## config.mk

```make
export PLATFORM = sky130hd
export DESIGN_NAME = omcs_top
export DESIGN_NICKNAME = d
export VERILOG_FILES = /design/src/rtl/omcs_pkg.sv /design/src/rtl/omcs_top.sv
export SDC_FILE = /design/constraint.sdc
export NUM_CORES = 1
export LEC_CHECK = 0
export ABC_CLOCK_PERIOD_IN_PS = 2800
export BUFFER_PORTS_ARGS = -buffer_cell sky130_fd_sc_hd__buf_4
export CELL_PAD_IN_SITES_DETAIL_PLACEMENT = 0
export CELL_PAD_IN_SITES_GLOBAL_PLACEMENT = 1
export CORE_UTILIZATION = 40
export CTS_CLUSTER_SIZE = 40
export DETAILED_ROUTE_END_ITERATION = 16
export PLACE_DENSITY = 0.84
export SLEW_MARGIN = 10
export SYNTH_ARGS = -nofsm -noshare
export SYNTH_HDL_FRONTEND = slang
export SYNTH_SLANG_ARGS = --single-unit
export TNS_END_PERCENT = 30
```

## constraint.sdc

```tcl
create_clock -name clock_i -period 2.8 [get_ports clock_i]
set_clock_uncertainty 0.15 [all_clocks]
set_input_delay 0.28 -clock clock_i [delete_from_list [all_inputs] [get_ports clock_i]]
set_output_delay 0.28 -clock clock_i [all_outputs]
set_load 0.01 [all_outputs]
```

## src/rtl/omcs_pkg.sv

```systemverilog
// Shared constants and types for the operating mode and clock select block.
package omcs_pkg;

  // ----------------------------------------------------------------
  // Register byte offsets
  // ----------------------------------------------------------------
  localparam logic [7:0] OMCS_SMC_OFS = 8'h00;
  localparam logic [7:0] OMCS_STAT_OFS = 8'h04;
  localparam logic [7:0] OMCS_MASK_OFS = 8'h08;
  localparam logic [7:0] OMCS_AUX_OFS = 8'h0C;
  localparam logic [7:0] OMCS_MODE_OFS = 8'h10;

  // ----------------------------------------------------------------
  // Field positions and reset values
  // ----------------------------------------------------------------
  localparam int OMCS_CKS_LSB = 5;
  localparam int OMCS_FAST_WAKE_BIT = 4;
  localparam int OMCS_SLOW_RDY_BIT = 3;
  localparam int OMCS_FAST_RDY_BIT = 2;
  localparam int OMCS_IDLE_HALT_BIT = 1;
  localparam int OMCS_HL_SEL_BIT = 0;
  localparam logic [7:0] OMCS_SMC_RESET = 8'h03;
  localparam logic [7:0] OMCS_SMC_WMASK = 8'hF3;
  localparam int OMCS_AUX_KEEP_BIT = 0;
  localparam int OMCS_AUX_WDT_BIT = 1;
  localparam logic [1:0] OMCS_AUX_RESET = 2'h0;
  localparam logic [2:0] OMCS_CKS_SLOW_MAX = 3'h1;

  // ----------------------------------------------------------------
  // Event bits of the interrupt status and mask registers
  // ----------------------------------------------------------------
  localparam int OMCS_EV_FAST_RDY = 0;
  localparam int OMCS_EV_SLOW_RDY = 1;
  localparam int OMCS_EV_WAKE = 2;
  localparam int OMCS_EV_HALT = 3;
  localparam int OMCS_EV_W = 4;

  // ----------------------------------------------------------------
  // Oscillator settle counts in oscillator cycles
  // ----------------------------------------------------------------
  localparam int OMCS_FAST_XT_CYCLES = 1024;
  localparam int OMCS_FAST_RC_CYCLES = 16;
  localparam int OMCS_SLOW_CYCLES = 2;

  // ----------------------------------------------------------------
  // Operating states and clock outputs
  // ----------------------------------------------------------------
  typedef enum logic [2:0] {
    OMCS_RUN = 3'h0,
    OMCS_RUN_IDLE = 3'h1,
    OMCS_STOP_IDLE = 3'h3,
    OMCS_LIGHT_SLEEP = 3'h2,
    OMCS_DEEP_SLEEP = 3'h6
  } omcs_mode_type;

  typedef struct packed {
    logic hs_osc_en;
    logic slow_rc_en;
    logic tbc_en;
    logic cpu_run;
    logic sys_tick;
  } omcs_clk_out_type;

endpackage

```

## src/rtl/omcs_top.sv

```systemverilog
// Operating mode and system clock select logic with an Avalon-MM register slave.
// Notes on behaviour
// - Normal mode: high-speed clock divided 1 to 64.
// - Slow mode runs from slow RC, fast off.
// - Halt, idle off, watchdog off: deep sleep.
// - Halt, idle off, watchdog on: light sleep.
// - Halt, idle on, keep off: clock-stopped idle.
// - Halt, idle on, keep on: clock-running idle.
// - Select codes: slow RC or fast/64 to /2.
// - High/low select set forces undivided fast clock.
// - Switching to slow RC turns fast oscillator off.
// - Fast wake-up uses slow clock, crystal only.
// - Slow ready flag: low in deep sleep, 2 cycles.
// - Fast ready flag: 1024 crystal or 16 RC cycles.
// - Idle bit picks idle or sleep on halt.
// - After fast wake switch to crystal at 1024.
`timescale 1ns/1ps
`default_nettype none
module omcs_top
  import omcs_pkg::*;
#(
  parameter int FAST_XT_N = OMCS_FAST_XT_CYCLES,
  parameter int FAST_RC_N = OMCS_FAST_RC_CYCLES,
  parameter int SLOW_N = OMCS_SLOW_CYCLES
) (
  input wire logic clock_i,
  input wire logic sys_rst_i,
  input wire logic clk_en_i,
  input wire logic [7:0] avs_address_i,
  input wire logic avs_read_i,
  input wire logic avs_write_i,
  input wire logic [31:0] avs_writedata_i,
  input wire logic [3:0] avs_byteenable_i,
  output logic [31:0] avs_readdata_o,
  output logic avs_waitrequest_o,
  input wire logic halt_i,
  input wire logic wake_i,
  input wire logic hs_is_crystal_i,
  input wire logic hs_tick_i,
  input wire logic slow_tick_i,
  output omcs_clk_out_type clk_out_o,
  output logic irq_o
);

  // ----------------------------------------------------------------
  // Decode helpers
  // ----------------------------------------------------------------
  // Mask of divider bits that must all be one for a divided tick.
  // A wider mask means a longer period: six ones divide by 64.
  // With the high/low select set the mask is empty, so every tick passes.
  function automatic logic [5:0] div_mask(input logic [2:0] cks, input logic hl);
    logic [5:0] m;
    m = 6'h00;
    if (!hl) begin
      case (cks)
        3'h2: m = 6'h3F;
        3'h3: m = 6'h1F;
        3'h4: m = 6'h0F;
        3'h5: m = 6'h07;
        3'h6: m = 6'h03;
        3'h7: m = 6'h01;
        default: m = 6'h00;
      endcase
    end
    return m;
  endfunction

  // True when the fields pick the slow RC as system clock.
  // The two lowest select codes both mean the slow RC.
  function automatic logic pick_slow(input logic [2:0] cks, input logic hl);
    return !hl && (cks <= OMCS_CKS_SLOW_MAX);
  endfunction

  // ----------------------------------------------------------------
  // State
  // ----------------------------------------------------------------
  // Every stored bit below holds still while the clock enable is low.
  logic [7:0] smc_q;
  logic [1:0] aux_q;
  logic [OMCS_EV_W-1:0] stat_q;
  logic [OMCS_EV_W-1:0] mask_q;
  omcs_mode_type mode_q;
  logic fast_rdy_q;
  logic slow_rdy_q;
  logic [10:0] hs_cnt_q;
  logic [1:0] lo_cnt_q;
  logic [5:0] div_q;
  logic act_slow_q;
  logic [5:0] act_mask_q;
  logic fast_wake_q;
  logic wait_q;
  logic [31:0] rdata_q;
  omcs_clk_out_type out_q;
  logic irq_q;

  logic sel_slow;
  logic want_slow;
  logic [5:0] want_mask;
  logic hs_on;
  logic lo_on;
  logic cur_tick;
  logic src_alive;
  logic acc;
  logic wr;
  logic fast_rdy_set;
  logic slow_rdy_set;
  logic halt_go;
  logic wake_go;
  logic [10:0] fast_rdy_target;
  logic [OMCS_EV_W-1:0] ev;
  logic [OMCS_EV_W-1:0] clr;

  // Selection requested by software, with fast wake-up overriding it.
  // The override only borrows the slow path; the fast oscillator stays on.
  assign sel_slow = pick_slow(smc_q[OMCS_CKS_LSB +: 3], smc_q[OMCS_HL_SEL_BIT]);
  assign want_slow = sel_slow || fast_wake_q;
  assign want_mask = div_mask(smc_q[OMCS_CKS_LSB +: 3], smc_q[OMCS_HL_SEL_BIT]);

  // Oscillator enables per mode; fast one drops once slow RC is picked.
  // The slow RC runs everywhere except deep sleep, as the watchdog needs it.
  always_comb begin
    hs_on = 1'b0;
    lo_on = 1'b1;
    case (mode_q)
      OMCS_RUN: hs_on = !sel_slow;
      OMCS_RUN_IDLE: hs_on = !sel_slow;
      OMCS_STOP_IDLE: hs_on = 1'b0;
      OMCS_LIGHT_SLEEP: hs_on = 1'b0;
      OMCS_DEEP_SLEEP: lo_on = 1'b0;
      default: hs_on = 1'b0;
    endcase
  end

  // Tick of the active path and whether that path is running.
  assign cur_tick = act_slow_q ? slow_tick_i : (hs_tick_i && ((div_q & act_mask_q) == act_mask_q));
  assign src_alive = act_slow_q ? slow_rdy_q : fast_rdy_q;

  // Bus handshake and event decode.
  // An access is taken in the one cycle in which waitrequest is low.
  // Halt is refused outside run and wake is refused in run.
  assign acc = (avs_read_i || avs_write_i) && !wait_q;
  assign wr = acc && avs_write_i && avs_byteenable_i[0];
  assign fast_rdy_target = hs_is_crystal_i ? 11'(FAST_XT_N - 1) : 11'(FAST_RC_N - 1);
  assign fast_rdy_set = hs_on && !fast_rdy_q && hs_tick_i && (hs_cnt_q == fast_rdy_target);
  assign slow_rdy_set = lo_on && !slow_rdy_q && slow_tick_i && (lo_cnt_q == 2'(SLOW_N - 1));
  assign halt_go = (mode_q == OMCS_RUN) && halt_i;
  assign wake_go = (mode_q != OMCS_RUN) && wake_i;
  assign ev = {halt_go, wake_go, slow_rdy_set, fast_rdy_set};
  assign clr = (wr && avs_address_i == OMCS_STAT_OFS) ? avs_writedata_i[OMCS_EV_W-1:0] : '0;

  // ----------------------------------------------------------------
  // Mode sequencing
  // ----------------------------------------------------------------
  // Halt picks idle or sleep from the control bits; wake returns to run.
  // Halt and wake in one cycle cannot clash, as halt is valid in run only and wake outside run only.
  always_ff @(posedge clock_i or posedge sys_rst_i) begin
    if (sys_rst_i) begin
      mode_q <= OMCS_RUN;
    end else if (clk_en_i) begin
      if (halt_go) begin
        if (smc_q[OMCS_IDLE_HALT_BIT]) begin
          mode_q <= aux_q[OMCS_AUX_KEEP_BIT] ? OMCS_RUN_IDLE : OMCS_STOP_IDLE;
        end else begin
          mode_q <= aux_q[OMCS_AUX_WDT_BIT] ? OMCS_LIGHT_SLEEP : OMCS_DEEP_SLEEP;
        end
      end else if (wake_go) begin
        mode_q <= OMCS_RUN;
      end
    end
  end

  // Fast wake-up: only from modes where the slow RC kept running.
  // It ends once the fast oscillator is ready or software picks slow RC.
  // A fast RC settles quickly enough that no substitute clock is used.
  always_ff @(posedge clock_i or posedge sys_rst_i) begin
    if (sys_rst_i) begin
      fast_wake_q <= 1'b0;
    end else if (clk_en_i) begin
      if (wake_go && (mode_q == OMCS_LIGHT_SLEEP || mode_q == OMCS_STOP_IDLE)) begin
        fast_wake_q <= smc_q[OMCS_FAST_WAKE_BIT] && hs_is_crystal_i && !sel_slow;
      end else if (fast_rdy_q || sel_slow) begin
        fast_wake_q <= 1'b0;
      end
    end
  end

  // ----------------------------------------------------------------
  // Oscillator ready flags
  // ----------------------------------------------------------------
  // Fast ready counts oscillator cycles and clears while it is stopped.
  // The count restarts from zero on every restart of the oscillator.
  always_ff @(posedge clock_i or posedge sys_rst_i) begin
    if (sys_rst_i) begin
      fast_rdy_q <= 1'b0;
      hs_cnt_q <= 11'h000;
    end else if (clk_en_i) begin
      if (!hs_on) begin
        fast_rdy_q <= 1'b0;
        hs_cnt_q <= 11'h000;
      end else if (fast_rdy_set) begin
        fast_rdy_q <= 1'b1;
      end else if (hs_tick_i && !fast_rdy_q) begin
        hs_cnt_q <= hs_cnt_q + 11'h001;
      end
    end
  end

  // Slow ready counts slow RC cycles and clears in deep sleep.
  // The slow count is the longer end of the allowed settle range.
  always_ff @(posedge clock_i or posedge sys_rst_i) begin
    if (sys_rst_i) begin
      slow_rdy_q <= 1'b0;
      lo_cnt_q <= 2'h0;
    end else if (clk_en_i) begin
      if (!lo_on) begin
        slow_rdy_q <= 1'b0;
        lo_cnt_q <= 2'h0;
      end else if (slow_rdy_set) begin
        slow_rdy_q <= 1'b1;
      end else if (slow_tick_i && !slow_rdy_q) begin
        lo_cnt_q <= lo_cnt_q + 2'h1;
      end
    end
  end

  // ----------------------------------------------------------------
  // Divider and glitch-free source switch
  // ----------------------------------------------------------------
  // Free divider of the fast oscillator ticks.
  // It is cleared while the oscillator is off so a restart begins in phase.
  always_ff @(posedge clock_i or posedge sys_rst_i) begin
    if (sys_rst_i) begin
      div_q <= 6'h00;
    end else if (clk_en_i) begin
      if (!hs_on) begin
        div_q <= 6'h00;
      end else if (hs_tick_i) begin
        div_q <= div_q + 6'h01;
      end
    end
  end

  // The active path only changes right after it ticked or while dead.
  // Switching at that point keeps every system clock pulse whole.
  always_ff @(posedge clock_i or posedge sys_rst_i) begin
    if (sys_rst_i) begin
      act_slow_q <= 1'b0;
      act_mask_q <= 6'h00;
    end else if (clk_en_i) begin
      if (cur_tick || !src_alive) begin
        act_slow_q <= want_slow;
        act_mask_q <= want_mask;
      end
    end
  end

  // Registered clock outputs, system tick only while the clock runs.
  always_ff @(posedge clock_i or posedge sys_rst_i) begin
    if (sys_rst_i) begin
      out_q <= '0;
    end else if (clk_en_i) begin
      out_q.hs_osc_en <= hs_on;
      out_q.slow_rc_en <= lo_on;
      out_q.tbc_en <= (mode_q == OMCS_RUN) || (mode_q == OMCS_RUN_IDLE) || (mode_q == OMCS_STOP_IDLE);
      out_q.cpu_run <= (mode_q == OMCS_RUN) && src_alive;
      out_q.sys_tick <= ((mode_q == OMCS_RUN) || (mode_q == OMCS_RUN_IDLE)) && src_alive && cur_tick;
    end
  end

  // ----------------------------------------------------------------
  // Register file
  // ----------------------------------------------------------------
  // Control registers; ready flags are not writable.
  // Writes need byte lane zero; the other lanes carry nothing.
  always_ff @(posedge clock_i or posedge sys_rst_i) begin
    if (sys_rst_i) begin
      smc_q <= OMCS_SMC_RESET;
      aux_q <= OMCS_AUX_RESET;
      mask_q <= '0;
    end else if (clk_en_i) begin
      if (wr && avs_address_i == OMCS_SMC_OFS) begin
        smc_q <= avs_writedata_i[7:0] & OMCS_SMC_WMASK;
      end
      if (wr && avs_address_i == OMCS_AUX_OFS) begin
        aux_q <= avs_writedata_i[1:0];
      end
      if (wr && avs_address_i == OMCS_MASK_OFS) begin
        mask_q <= avs_writedata_i[OMCS_EV_W-1:0];
      end
    end
  end

  // Sticky event bits, a new event beats a clear in the same cycle.
  always_ff @(posedge clock_i or posedge sys_rst_i) begin
    if (sys_rst_i) begin
      stat_q <= '0;
      irq_q <= 1'b0;
    end else if (clk_en_i) begin
      stat_q <= (stat_q & ~clr) | ev;
      irq_q <= |(((stat_q & ~clr) | ev) & mask_q);
    end
  end

  // Wait one cycle, then present read data for one cycle.
  // Read data drop back to zero whenever waitrequest is high.
  always_ff @(posedge clock_i or posedge sys_rst_i) begin
    if (sys_rst_i) begin
      wait_q <= 1'b1;
      rdata_q <= 32'h0000_0000;
    end else if (clk_en_i) begin
      wait_q <= !(wait_q && (avs_read_i || avs_write_i));
      rdata_q <= 32'h0000_0000;
      if (wait_q && avs_read_i) begin
        case (avs_address_i)
          OMCS_SMC_OFS: rdata_q <= {24'h00_0000, smc_q[7:4], slow_rdy_q, fast_rdy_q, smc_q[1:0]};
          OMCS_STAT_OFS: rdata_q <= {28'h000_0000, stat_q};
          OMCS_MASK_OFS: rdata_q <= {28'h000_0000, mask_q};
          OMCS_AUX_OFS: rdata_q <= {30'h0000_0000, aux_q};
          OMCS_MODE_OFS: rdata_q <= {27'h000_0000, fast_wake_q, act_slow_q, mode_q};
          default: rdata_q <= 32'h0000_0000;
        endcase
      end
    end
  end

  // ----------------------------------------------------------------
  // Outputs
  // ----------------------------------------------------------------
  // Every output is a plain copy of a flip-flop.
  assign avs_waitrequest_o = wait_q;
  assign avs_readdata_o = rdata_q;
  assign clk_out_o = out_q;
  assign irq_o = irq_q;

endmodule // omcs_top
`default_nettype wire

```

==> summary.md <==
| Metric | Value |
|---|---|
| Status | completed |
| RSZ-0062 raised after global routing | no |
| Largest net degree at the start of global routing | 34 |
| Fmax achieved | 0.4464 GHz |
| Ports | 93 |
| Initial Util | 0.4115 |
| Maximum vdd drop | 0.3261 mV |
| Critical-path maximum fanout | 16 |
| Cell row count | 34 |
| Slowest stage delay, CP | 0.43 ns |
| Post-detailed-route count of antenna-violating nets | 0 |
| Commonest non-fill, non-tap cells in the layout | dfrtp_1, buf_4, nand2_1, conb_1, mux2_2 |
| Worst Tran Pin Value | 0.6902 ns |
| Async set-reset flop share out of synthesis | 1.000 |
| Clock root buffer master | clkbuf_8 |
| DR WL/cell | 15.37 um |
| Worst skew pair latency | 0.34 ns |
| Post-Place Cells | 497 |
| Die ar. | 9309 um^2 |
| Number of port buffers | 41 |
| Reg clk slew, reported paths | 0.07 ns |
| Area Overhead vs Synth | 14.30% |
| Slew headroom | 0.5392 |
| Die height | 96.49 um |
| DRC Markers | 0 |
| Library cells used by synthesis | 65 |
| Setup TNS | 0 ns |
| Final GP Congestion | 0.8069 |
| Post-route setup slack | 0.5600 ns |
| FF/Latch Area | 1580 um^2 |
| GRT Total Usage | 0.1873 |
| Post-Syn Area | 3571 um^2 |
| NumNets Final | 458 |
| Layout cells sized above 1 | 0.2365 |
| Number of global-route vias before repair | 2682 |
| FILL cells | 859 |
| Min-Delay Path Class | input pin to flop |
| H-tree levels | 3 |
| Final hold violations | 0 |
| Final worst path period share | 0.8000 |
| Worst setup EP type | flop |
| Synth Instances | 361 |
| Die Width | 96.49 um |
| Initial antenna violation count | 0 |
| Clock buffer depth | 2 |
| YS warnings | 0 |
| Leak Pwr | 1.819 nW |
| Crit-path leading delay family | simple AND/OR/NAND/NOR gates |
| CTS tree | done |
| Finished Layout Cells | 514 |
| Synthesis-stage register bit count | 63 |
| Worst setup SP type | flop |
| Setup violations, final | 0 |
| Place WS | 0.4495 ns |
| Vias per inst | 5.337 |
| Final Max Slew Viols | 0 |
| Crit path buf inv count | 1 |
| Most common cell after layout, fill and taps aside | dfrtp_1 |
| Sink Count | 63 |
| Top_reg_cell synth | dfrtp_1 |
| Worst Path Class, Setup | flop to flop |
| Min Tclk post-route | 2.240 ns |
| Sequential fraction of the synthesis area | 0.4425 |
| DR pass1 iterations | 4 |
| Max cap viols | 0 |
| Inserted Diodes | 0 |
| Req. time, crit path | 2.86 ns |
| Global-route wire length before repair | 13270 um |
| Number of synthesized flops with an enable pin | 0 |
| DR iter-0 viols | 140 |
| Final wirelength | 7899 um |
| Area of the multi-input gates | 1740 um^2 |
| Cts repair resizes | 0 |
| Total setup buffers inserted after CTS | 0 |
| Syn Area/Cell | 9.892 um^2 |
| Grt ovf | 0 |
| Core footprint | 8678 um^2 |
| Critical path arrival | 2.30 ns |
| Hold buffer count at CTS | 1 |
| Total CTS buffers | 9 |
| CP cell instances | ha_1 -> nand3_1 -> or3b_1 -> a211oi_2 -> buf_4 -> nor4_1 -> mux2i_1 |
| Slowest cell on crit path | or3b_1 |
| Via Count | 2743 |
| Post-DP HPWL | 5708 um |
| P per Cell Area | 530.2 nW/um^2 |
synth_stat cells (4+ instances only):
master | number | area share
o21ai_0 | 16 | 0.022
nor2_1 | 16 | 0.017
dfrtp_1 | 60 | 0.42
o31ai_1 | 5 | 0.011
mux2i_1 | 14 | 0.039
buf_4 | 25 | 0.053
or4_1 | 6 | 0.013
nor2b_1 | 5 | 0.0088
mux2_2 | 19 | 0.060
nor4_1 | 6 | 0.011
nand2_1 | 29 | 0.030
nand2b_1 | 10 | 0.018
nor3_1 | 7 | 0.0098
o22ai_1 | 8 | 0.014
nand3_1 | 18 | 0.025
buf_2 | 5 | 0.0070
a21oi_1 | 11 | 0.015
xor2_1 | 4 | 0.0098
inv_1 | 19 | 0.020
nand4_1 | 5 | 0.0088
a22o_1 | 6 | 0.015
clkbuf_1 | 6 | 0.0063
worst register-to-register path, cell delays in order (launching register included):
cell and delay (ns):
dfrtp_1 0.40, ha_1 0.21, nand3_1 0.20, or3b_1 0.44, a211oi_2 0.24, buf_4 0.24, nor4_1 0.09, mux2i_1 0.15
area by class of cell:
cell class                 count  area share
multi-input combinational    262      0.4264
sequential                    63      0.3872
timing repair buffer          46     0.08829
clock buffer                  13     0.04384
tap                          108     0.03311
inverter                      19     0.01747
clock inverter                 3    0.003679
state kept, by name, indices dropped and copies added (netlist names), 2 cells and up:
register and count:
avs_readdata_o 8, clk_out_o 5, aux_q 2, mode_q 3, div_q 6, hs_cnt_q 11
stat_q 4, mask_q 4, smc_q 6, lo_cnt_q 2, act_mask_q 6
final timing paths:
| check | startpoint | slack [ns] | cells after the start | to |
|---|---|---|---|---|
| max | hs_cnt_q[0] | 0.56 | 7 | hs_cnt_q[7] |
| min | avs_writedata_i[5] | 0.02 | 2 | smc_q[5] |
| max reg2reg | hs_cnt_q[0] | 0.56 | 7 | hs_cnt_q[7] |
| min reg2reg | lo_cnt_q[1] | 0.35 | 2 | lo_cnt_q[1] |
| max in group asynchronous | sys_rst_i | 1.35 | 4 | avs_waitrequest_o |
| min in group asynchronous | sys_rst_i | 0.46 | 3 | aux_q[0] |
kinds of logic (layout without fill, tap and decap cells):
kind of cell / after synthesis / in the layout / synth area share
AND/OR/NAND/NOR: 128 / 128 / 0.2057
AO/OA/AOI/OAI: 69 / 69 / 0.1339
flip-flops: 63 / 63 / 0.4425
buffers and inverters: 59 / 81 / 0.09425
multiplexers: 34 / 34 / 0.1023
XOR/XNOR: 4 / 4 / 0.009810
adder cells (fa/ha/maj): 3 / 3 / 0.01051
other: 1 / 24 / 0.001050
metrics by stage:
step / power (mW) / utilization / hold slack, ns / instance area [um^2]
2_1_floorplan: 1.309 / - / 0.2617 / 3657
3_3_place_gp: 1.410 / 0.4468 / 0.2885 / 3877
3_5_place_dp: 1.425 / 0.4468 / 0.2931 / 3877
4_1_cts: 2.189 / 0.4703 / 0.01217 / 4081
5_1_grt: 2.288 / 0.4703 / 0.006302 / 4081
6_report: 2.164 / 0.4703 / 0.01711 / 4081
power by group:
group / internal [mW] / switching [mW]
sequential: 0.974 / 0.0798
clock: 0.414 / 0.342
combinational: 0.162 / 0.191
per-layer routing:
layer	GRT usage	part of all wire	vias up
li1	-	-	1336
met1	0.2637	0.49	1331
met2	0.2928	0.46	72
met3	0.04460	0.042	4
met4	0.04044	0.0071	0
met5	0	0	-
Power figures use the tool's default switching activity.
